<file path="src/design/dcc_pkg.sv">
/*
  Constants for the device-control command decoder.
  Assumes a single 50 MHz system clock and a bus clock sampled as data.
*/
// How it works
// RULE_01 - mask 000: all seven address bits match
// RULE_02 - mask 011: address bits 6:3 match id
// RULE_03 - mask 111: broadcast, address field ignored
// RULE_04 - first data byte select picks starting byte
// RULE_05 - first byte select honoured only in generic
// RULE_06 - burst length places check byte after data
// RULE_07 - format bit: 0 generic, 1 register write
// RULE_08 - byte 0 bit 7 sets check enable
// RULE_09 - byte 0 bit 6 sets parity disable
// RULE_10 - byte 1 bit 3 clears all events
// RULE_11 - reserved generic data bits are ignored
// RULE_12 - no acknowledge after error plus repeated start
// RULE_13 - after reset, i2c mode, open-drain only
// RULE_14 - i3c mode switches drive by bus phase
// RULE_15 - open-drain for start header and acknowledges
// RULE_16 - push-pull for repeated start, codes, stop
// RULE_17 - push-pull for data, payload, check bytes
// RULE_18 - host appends check byte, header excluded
// RULE_19 - host omits unused second register byte
// RULE_20 - host usually broadcasts, may address targets
package dcc_pkg;
  // ---------------------------------------------------------------
  // bus framing
  // ---------------------------------------------------------------
  localparam logic [7:0] HDR_WRITE = 8'hfc; // 7'h7e with write bit
  localparam logic [7:0] CODE_DEVICE_CONTROL = 8'h62;
  localparam logic [3:0] ACK_BIT = 4'h8; // ninth bit of a byte
  localparam logic [2:0] MASK_UNICAST = 3'h0;
  localparam logic [2:0] MASK_MULTICAST = 3'h3;
  localparam logic [2:0] MASK_BROADCAST = 3'h7;
  // ---------------------------------------------------------------
  // field positions
  // ---------------------------------------------------------------
  localparam int DEF_MASK_LSB = 5;
  localparam int DEF_FIRST_LSB = 3;
  localparam int DEF_BURST_LSB = 1;
  localparam int DEF_FORMAT_BIT = 0;
  localparam int ADDR_ID_LSB = 3;
  localparam int B0_CHECK_EN_BIT = 7;
  localparam int B0_PARITY_DIS_BIT = 6;
  localparam int B1_CLEAR_BIT = 3;
  localparam logic [2:0] BYTE_CFG = 3'h0;
  localparam logic [2:0] BYTE_INT = 3'h1;
  localparam logic [2:0] BYTE_LIMIT = 3'h4;
  // ---------------------------------------------------------------
  // reset values
  // ---------------------------------------------------------------
  localparam logic RST_CHECK_EN = 1'b0;
  localparam logic RST_PARITY_DIS = 1'b0;
  // ---------------------------------------------------------------
  // decoder states
  // ---------------------------------------------------------------
  typedef enum logic [2:0] {
    DCC_IDLE = 3'b000,
    DCC_HDR = 3'b001,
    DCC_CODE = 3'b010,
    DCC_DEF = 3'b011,
    DCC_ADDR = 3'b100,
    DCC_DATA = 3'b101,
    DCC_SKIP = 3'b110
  } dcc_state_t;
endpackage

</file>
<file path="src/design/dcc_decode.sv">
/*
  Device-control common command decoder with bus drive selection.
  Assumes scl and sda come straight from pins; mode, address and
  error inputs come from logic on sys_clk.
*/
`timescale 1ns/1ps
module dcc_decode (
  input wire logic sys_clk,
  input wire logic rst_n,
  input wire logic scl_in,
  input wire logic sda_in,
  output logic sda_out,
  output logic sda_oe,
  output logic sda_push_pull,
  input wire logic i3c_mode,
  input wire logic [6:0] own_address,
  input wire logic prev_xfer_error,
  output logic check_byte_enable,
  output logic parity_check_disable,
  output logic clear_all_events,
  output logic cmd_matched
);
  // ---------------------------------------------------------------
  // pin synchronisers and edge detection
  // ---------------------------------------------------------------
  logic scl_m, scl_s, scl_d, sda_m, sda_s, sda_d;

  // two flops per pin, then one delayed copy for edges
  always_ff @(posedge sys_clk or negedge rst_n) begin
    if (!rst_n) begin
      scl_m <= 1'b1;
      scl_s <= 1'b1;
      scl_d <= 1'b1;
      sda_m <= 1'b1;
      sda_s <= 1'b1;
      sda_d <= 1'b1;
    end else begin
      scl_m <= scl_in;
      scl_s <= scl_m;
      scl_d <= scl_s;
      sda_m <= sda_in;
      sda_s <= sda_m;
      sda_d <= sda_s;
    end
  end

  logic scl_rise, scl_fall, bus_start, bus_stop;
  assign scl_rise = scl_s && !scl_d;
  assign scl_fall = !scl_s && scl_d;
  assign bus_start = scl_s && scl_d && sda_d && !sda_s;
  assign bus_stop = scl_s && scl_d && !sda_d && sda_s;

  // ---------------------------------------------------------------
  // target match
  // ---------------------------------------------------------------
  function automatic logic target_hit(input logic [2:0] mask, input logic [6:0] field,
                                      input logic [6:0] own);
    logic hit;
    hit = 1'b0;
    case (mask)
      dcc_pkg::MASK_UNICAST: hit = (field == own); // RULE_01
      dcc_pkg::MASK_MULTICAST: hit = (field[6:dcc_pkg::ADDR_ID_LSB] == own[6:dcc_pkg::ADDR_ID_LSB]); // RULE_02
      dcc_pkg::MASK_BROADCAST: hit = 1'b1; // RULE_03
      default: hit = 1'b0;
    endcase
    return hit;
  endfunction

  // ---------------------------------------------------------------
  // decoder state
  // ---------------------------------------------------------------
  dcc_pkg::dcc_state_t state, next_state;
  logic [3:0] bit_cnt, next_bit_cnt;
  logic [6:0] shreg, next_shreg;
  logic repeated, next_repeated;
  logic [2:0] mask, next_mask;
  logic [1:0] first_sel, next_first_sel;
  logic [1:0] burst, next_burst;
  logic reg_format, next_reg_format;
  logic [2:0] data_idx, next_data_idx;
  logic ack_pend, next_ack_pend;
  logic ack_drv, next_ack_drv;
  logic check_en, next_check_en;
  logic parity_dis, next_parity_dis;
  logic clear_pulse, next_clear_pulse;
  logic matched, next_matched;
  logic push_pull, next_push_pull;

  logic [7:0] rx_byte;
  logic byte_done;
  logic [2:0] data_pos;
  logic is_data;
  assign rx_byte = {shreg, sda_s};
  assign byte_done = scl_rise && (bit_cnt == 4'h7);
  assign data_pos = {1'b0, first_sel} + data_idx; // RULE_04
  // bytes past the burst are the check byte when checking is on
  assign is_data = (data_pos < dcc_pkg::BYTE_LIMIT) && (!check_en || (data_idx <= {1'b0, burst})); // RULE_06

  // next-state computation for framing, fields and configuration
  always_comb begin
    next_state = state;
    next_bit_cnt = bit_cnt;
    next_shreg = shreg;
    next_repeated = repeated;
    next_mask = mask;
    next_first_sel = first_sel;
    next_burst = burst;
    next_reg_format = reg_format;
    next_data_idx = data_idx;
    next_ack_pend = ack_pend;
    next_ack_drv = ack_drv;
    next_check_en = check_en;
    next_parity_dis = parity_dis;
    next_clear_pulse = 1'b0;
    next_matched = matched;
    if (bus_stop) begin
      next_state = dcc_pkg::DCC_IDLE;
      next_ack_drv = 1'b0;
      next_ack_pend = 1'b0;
      next_matched = 1'b0;
    end else if (bus_start) begin
      next_state = dcc_pkg::DCC_HDR;
      next_repeated = (state != dcc_pkg::DCC_IDLE);
      next_bit_cnt = 4'h0;
      next_ack_drv = 1'b0;
      next_ack_pend = 1'b0;
      next_matched = 1'b0;
    end else if (scl_rise) begin
      if (bit_cnt == dcc_pkg::ACK_BIT) begin
        next_bit_cnt = 4'h0;
      end else begin
        next_bit_cnt = bit_cnt + 4'h1;
        next_shreg = rx_byte[6:0];
      end
      if (byte_done) begin
        case (state)
          dcc_pkg::DCC_HDR: begin
            if (rx_byte == dcc_pkg::HDR_WRITE && !(repeated && prev_xfer_error)) begin // RULE_12
              next_state = dcc_pkg::DCC_CODE;
              next_ack_pend = 1'b1;
            end else begin
              next_state = dcc_pkg::DCC_SKIP;
            end
          end
          dcc_pkg::DCC_CODE: begin
            next_state = (rx_byte == dcc_pkg::CODE_DEVICE_CONTROL) ? dcc_pkg::DCC_DEF : dcc_pkg::DCC_SKIP;
          end
          dcc_pkg::DCC_DEF: begin
            next_mask = rx_byte[dcc_pkg::DEF_MASK_LSB +: 3];
            next_first_sel = rx_byte[dcc_pkg::DEF_FIRST_LSB +: 2];
            next_burst = rx_byte[dcc_pkg::DEF_BURST_LSB +: 2];
            next_reg_format = rx_byte[dcc_pkg::DEF_FORMAT_BIT];
            next_state = dcc_pkg::DCC_ADDR;
          end
          dcc_pkg::DCC_ADDR: begin
            next_data_idx = 3'h0;
            next_matched = target_hit(mask, rx_byte[7:1], own_address);
            // register-write format is not decoded here
            if (target_hit(mask, rx_byte[7:1], own_address) && !reg_format) begin // RULE_07
              next_state = dcc_pkg::DCC_DATA;
            end else begin
              next_state = dcc_pkg::DCC_SKIP; // RULE_05
            end
          end
          dcc_pkg::DCC_DATA: begin
            next_data_idx = data_idx + 3'h1;
            if (is_data && data_pos == dcc_pkg::BYTE_CFG) begin
              next_check_en = rx_byte[dcc_pkg::B0_CHECK_EN_BIT]; // RULE_08
              next_parity_dis = rx_byte[dcc_pkg::B0_PARITY_DIS_BIT]; // RULE_09
            end
            if (is_data && data_pos == dcc_pkg::BYTE_INT) begin
              next_clear_pulse = rx_byte[dcc_pkg::B1_CLEAR_BIT]; // RULE_10
            end
            // other bits and bytes 2 and 3 are left alone, RULE_11
            if (!is_data) begin
              next_state = dcc_pkg::DCC_SKIP;
            end
          end
          default: next_state = state;
        endcase
      end
    end else if (scl_fall) begin
      // acknowledge window: drive after eighth bit, release after ninth
      if (ack_pend && bit_cnt == dcc_pkg::ACK_BIT) begin
        next_ack_drv = 1'b1; // RULE_15
        next_ack_pend = 1'b0;
      end else if (ack_drv && bit_cnt == 4'h0) begin
        next_ack_drv = 1'b0;
      end
    end
  end

  // drive mode: in i3c mode open-drain only for the plain-start header and acks, in i2c mode open-drain always
  always_comb begin
    next_push_pull = 1'b0; // RULE_13
    if (i3c_mode) begin
      next_push_pull = !((next_state == dcc_pkg::DCC_HDR && !next_repeated) || next_ack_drv); // RULE_14 RULE_16 RULE_17
    end
  end

  // state registers
  always_ff @(posedge sys_clk or negedge rst_n) begin
    if (!rst_n) begin
      state <= dcc_pkg::DCC_IDLE;
      bit_cnt <= 4'h0;
      shreg <= 7'h00;
      repeated <= 1'b0;
      mask <= 3'h0;
      first_sel <= 2'h0;
      burst <= 2'h0;
      reg_format <= 1'b0;
      data_idx <= 3'h0;
      ack_pend <= 1'b0;
      ack_drv <= 1'b0;
      check_en <= dcc_pkg::RST_CHECK_EN;
      parity_dis <= dcc_pkg::RST_PARITY_DIS;
      clear_pulse <= 1'b0;
      matched <= 1'b0;
      push_pull <= 1'b0;
    end else begin
      state <= next_state;
      bit_cnt <= next_bit_cnt;
      shreg <= next_shreg;
      repeated <= next_repeated;
      mask <= next_mask;
      first_sel <= next_first_sel;
      burst <= next_burst;
      reg_format <= next_reg_format;
      data_idx <= next_data_idx;
      ack_pend <= next_ack_pend;
      ack_drv <= next_ack_drv;
      check_en <= next_check_en;
      parity_dis <= next_parity_dis;
      clear_pulse <= next_clear_pulse;
      matched <= next_matched;
      push_pull <= next_push_pull;
    end
  end

  // outputs straight from flops; the ack pulls low only
  assign sda_out = 1'b0;
  assign sda_oe = ack_drv;
  assign sda_push_pull = push_pull;
  assign check_byte_enable = check_en;
  assign parity_check_disable = parity_dis;
  assign clear_all_events = clear_pulse;
  assign cmd_matched = matched;
endmodule

</file>
<file path="config.mk">
export PLATFORM = sky130hd
export DESIGN_NAME = dcc_decode
export DESIGN_NICKNAME = d
export VERILOG_FILES = /design/src/design/dcc_pkg.sv /design/src/design/dcc_decode.sv
export SDC_FILE = /design/constraint.sdc
export NUM_CORES = 1
export LEC_CHECK = 0
export CORE_MARGIN = 1.5
export CORE_UTILIZATION = 50
export DETAILED_ROUTE_END_ITERATION = 16
export DONT_BUFFER_PORTS = 1
export SKIP_LAST_GASP = 1
export SYNTH_ARGS = -nofsm -noshare
export SYNTH_HDL_FRONTEND = slang
export SYNTH_SLANG_ARGS = --single-unit
</file>
<file path="constraint.sdc">
create_clock -name sys_clk -period 2.8 [get_ports sys_clk]
set_input_delay 0.14 -clock sys_clk [delete_from_list [all_inputs] [get_ports sys_clk]]
set_output_delay 0.14 -clock sys_clk [all_outputs]
set_load 0.005 [all_outputs]
</file>
==> key figures <==
Outcome
  – Status: finished clean

Min path
  – HP Start: own_address[1]
  – HP Class: primary input to flip-flop
  – WHS Path Cells: 4
  – Hold Crit Endpoint: cmd_matched

Timing
  – Final setup viols: 0
  – Setup TNS after final layout: 0 ps
  – Final Hold Viols: 0
  – Worst Tran Pin Value: 641 ps
  – Max frequency: 453 MHz
  – Final Slew Violations: 0
  – Rel. slew slack: 56.8%
  – RSZ-0062 raised after global routing: false
  – Fin crit period: 2210 ps
  – Final worst path period share: 78.9%
  – Final Skew: 3.27 ps

CTS
  – Longest Clk Path Bufs: 2
  – Clk_lat worst skew: 300 ps
  – Reg clk slew, reported paths: 80 ps
  – Clock sinks: 39
  – CTS tree: built
  – Num CTS Buffers: 5
  – Clk root buf: clkbuf_8
  – H-tree depth: 2

Critical path
  – Worst r2r src: data_idx[0]
  – Worst Setup Path Type: flip-flop to flip-flop
  – Crit-path max FO: 4
  – CP arrival: 2400 ps
  – Reg2reg end: check_byte_enable
  – Worst EP required: 2990 ps
  – Cell count of the worst reg-to-reg path: 6
  – R2r setup slk: 590 ps
  – Setup crit start kind: flip-flop
  – Kind of end point of the critical path: flip-flop

Synthesis
  – Number of synthesized register bits: 39
  – Synth unique cells: 54
  – Post-synth EDFFs: 0
  – Gate Count Post-Synth: 196
  – Yosys top cell by area: dfrtp_1
  – Top_reg_cell synth: dfrtp_1
  – Syn_nets: 219
  – Cell Area, Synth: 2160 µm²
  – Most frequent cell after synthesis: dfrtp_1
  – Syn Area/Cell: 11.0 µm²
  – Synth top area share: 38.3%
  – Post-synth ARST share: 100%
  – Synth area leaders: dfrtp_1, dfstp_2, ha_1
  – Top post-synthesis cells by count: dfrtp_1, nand2_1, o21ai_0, inv_1, ha_1
  – Synth Warn #: 0
  – Fraction of the yosys area taken by sequential cells: 45.6%

Die
  – Width of the die: 68.7 µm
  – Chip height: 68.7 µm
  – Core Region: 4090 µm²
  – Die footprint: 4720 µm²
  – Initial Util: 52.8%
  – Core Rows: 23
  – Io pins: 20

Placed design
  – Cell count after placement: 240
  – Placer Congestion: 0.965
  – Detailed placement HPWL: 3.12 mm
  – Port Buffer Count: 0

Finish
  – Layout area overhead: 8.41%
  – Final nets: 225
  – Non-filler cells, final: 253
  – Share of cells above drive strength 1: 20.7%
  – Inserted Diodes: 0

Global route
  – Largest net degree at the start of global routing: 40
  – Grt ovf: 0
  – Antenna violations before repair: 0
  – Vias in the first global route: 1,389
  – First-pass GRT wire length: 6.92 mm
  – All-Layer GR Usage: 20.6%

Drt
  – Top Metal Used: met4
  – Post-route DRC: 0
  – Vias: 1,447
  – DR WL/cell: 16.9 µm
  – Routed WL: 4.28 mm
  – Detailed Routing Iterations Pass 1: 4
  – Post-Route M1 WL: 2.00 mm
  – Drt initial violations: 60
  – Post-route ant nets: 0
  – Met3 WL post-DR: 130 µm
  – Routed vias/inst: 5.72
  – Met2 routed WL: 2.06 mm

Run
  – Maxcap violations: 0

Power and ir drop
  – Pwr per Cell Area: 704 nW/µm²
  – Worst vdd ir: 0.000436 V
  – Leak: 1.04 nW
## routing by layer
metal  vias to the layer above  track usage [%]
li1                        698                -
met1                       717             26.6
met4                         0             9.75
met5                         -                0
met3                        11             5.52
met2                        21             31.9
## registers in the layout (all words and copies together), names as in the netlist, 2 cells and up
| register | count |
|---|---|
| bit_cnt | 4 |
| burst | 2 |
| data_idx | 3 |
| first_sel | 2 |
| mask | 3 |
| shreg | 7 |
| state | 3 |
## worst max-delay path, cell delays in order (launching register included)
cell and delay (ps):
dfrtp_1 410, ha_1 200, fa_1 370, o21ai_0 140, o21ai_0 250, nor4_4 360, mux2_2 360
## layout by cell type, fill, tap and decap left out, types with 2 or more instances in the layout
cell,instances
dfrtp_1,33
nand2_1,22
o21ai_0,13
inv_1,12
ha_1,9
mux2_2,8
mux2_4,7
a21oi_1,6
nand2b_1,6
nor2_1,6
dfstp_2,6
nand3_1,5
clkbuf_8,5
nand3b_1,4
nor2b_1,4
xor2_1,4
xnor2_1,4
nor3_1,4
dlygate4sd3_1,4
o41ai_1,2
and2_1,2
a21o_1,2
## final cells by class
class | instances | area [µm²]
timing repair buffer | 5 | 60.1
clock inverter | 3 | 43.8
clock buffer | 5 | 68.8
tap | 50 | 62.6
multi-input combinational | 139 | 1070
sequential | 39 | 983
inverter | 12 | 45.0
fill | 351 | 1750
## cell families (layout without fill, tap and decap cells)
group / Yosys count / after routing / share of synthesized area (%)
AND/OR/NAND/NOR: 66 / 66 / 18.1
flip-flops: 39 / 39 / 45.6
AO/OA/AOI/OAI: 38 / 38 / 12.6
buffers and inverters: 18 / 25 / 4.58
multiplexers: 16 / 16 / 9.51
adder cells (fa/ha/maj): 10 / 10 / 6.15
XOR/XNOR: 8 / 8 / 3.25
other: 1 / 1 / 0.174
## how the worst max path moves through the flow
stage / startpoint / end / slack, ps / cells after the start
6_report: data_idx[0] / check_byte_enable / 590 / 6
5_1_grt: data_idx[0] / check_byte_enable / 440 / 6
4_1_cts: data_idx[0] / check_byte_enable / 570 / 6
3_5_place_dp: data_idx[0] / check_byte_enable / 600 / 6
3_3_place_gp: data_idx[0] / parity_check_disable / 670 / 6
2_1_floorplan: data_idx[0] / check_byte_enable / 740 / 6
## through the flow
stage / hold WS [ps] / power, W / setup WS [ps] / area (µm²) / util (%)
4_1_cts: 242 / 0.00167 / 575 / 2340 / 57.2
5_1_grt: 269 / 0.00175 / 439 / 2340 / 57.2
3_5_place_dp: -155 / 0.00116 / 602 / 2170 / 53.0
3_3_place_gp: -155 / 0.00115 / 665 / 2170 / 53.0
6_report: 258 / 0.00165 / 591 / 2340 / 57.2
2_1_floorplan: -156 / 0.00107 / 742 / 2160 / -
## power breakdown
group | switching (W) | internal, W | leakage, nW | total, W
Clock | 0.000212 | 0.000265 | 0.0581 | 0.000477
Sequential | 0.000157 | 0.000670 | 0.499 | 0.000827
Combinational | 0.000164 | 0.000177 | 0.485 | 0.000342
## repair_timing
item                                    CTS  global route
buffers inserted                          0             0
hold buffers                              5             0
resized for setup                         0             0
endpoints found under the hold margin    42             0
endpoints found under the setup margin    0             0
Power figures use the tool's default switching activity.
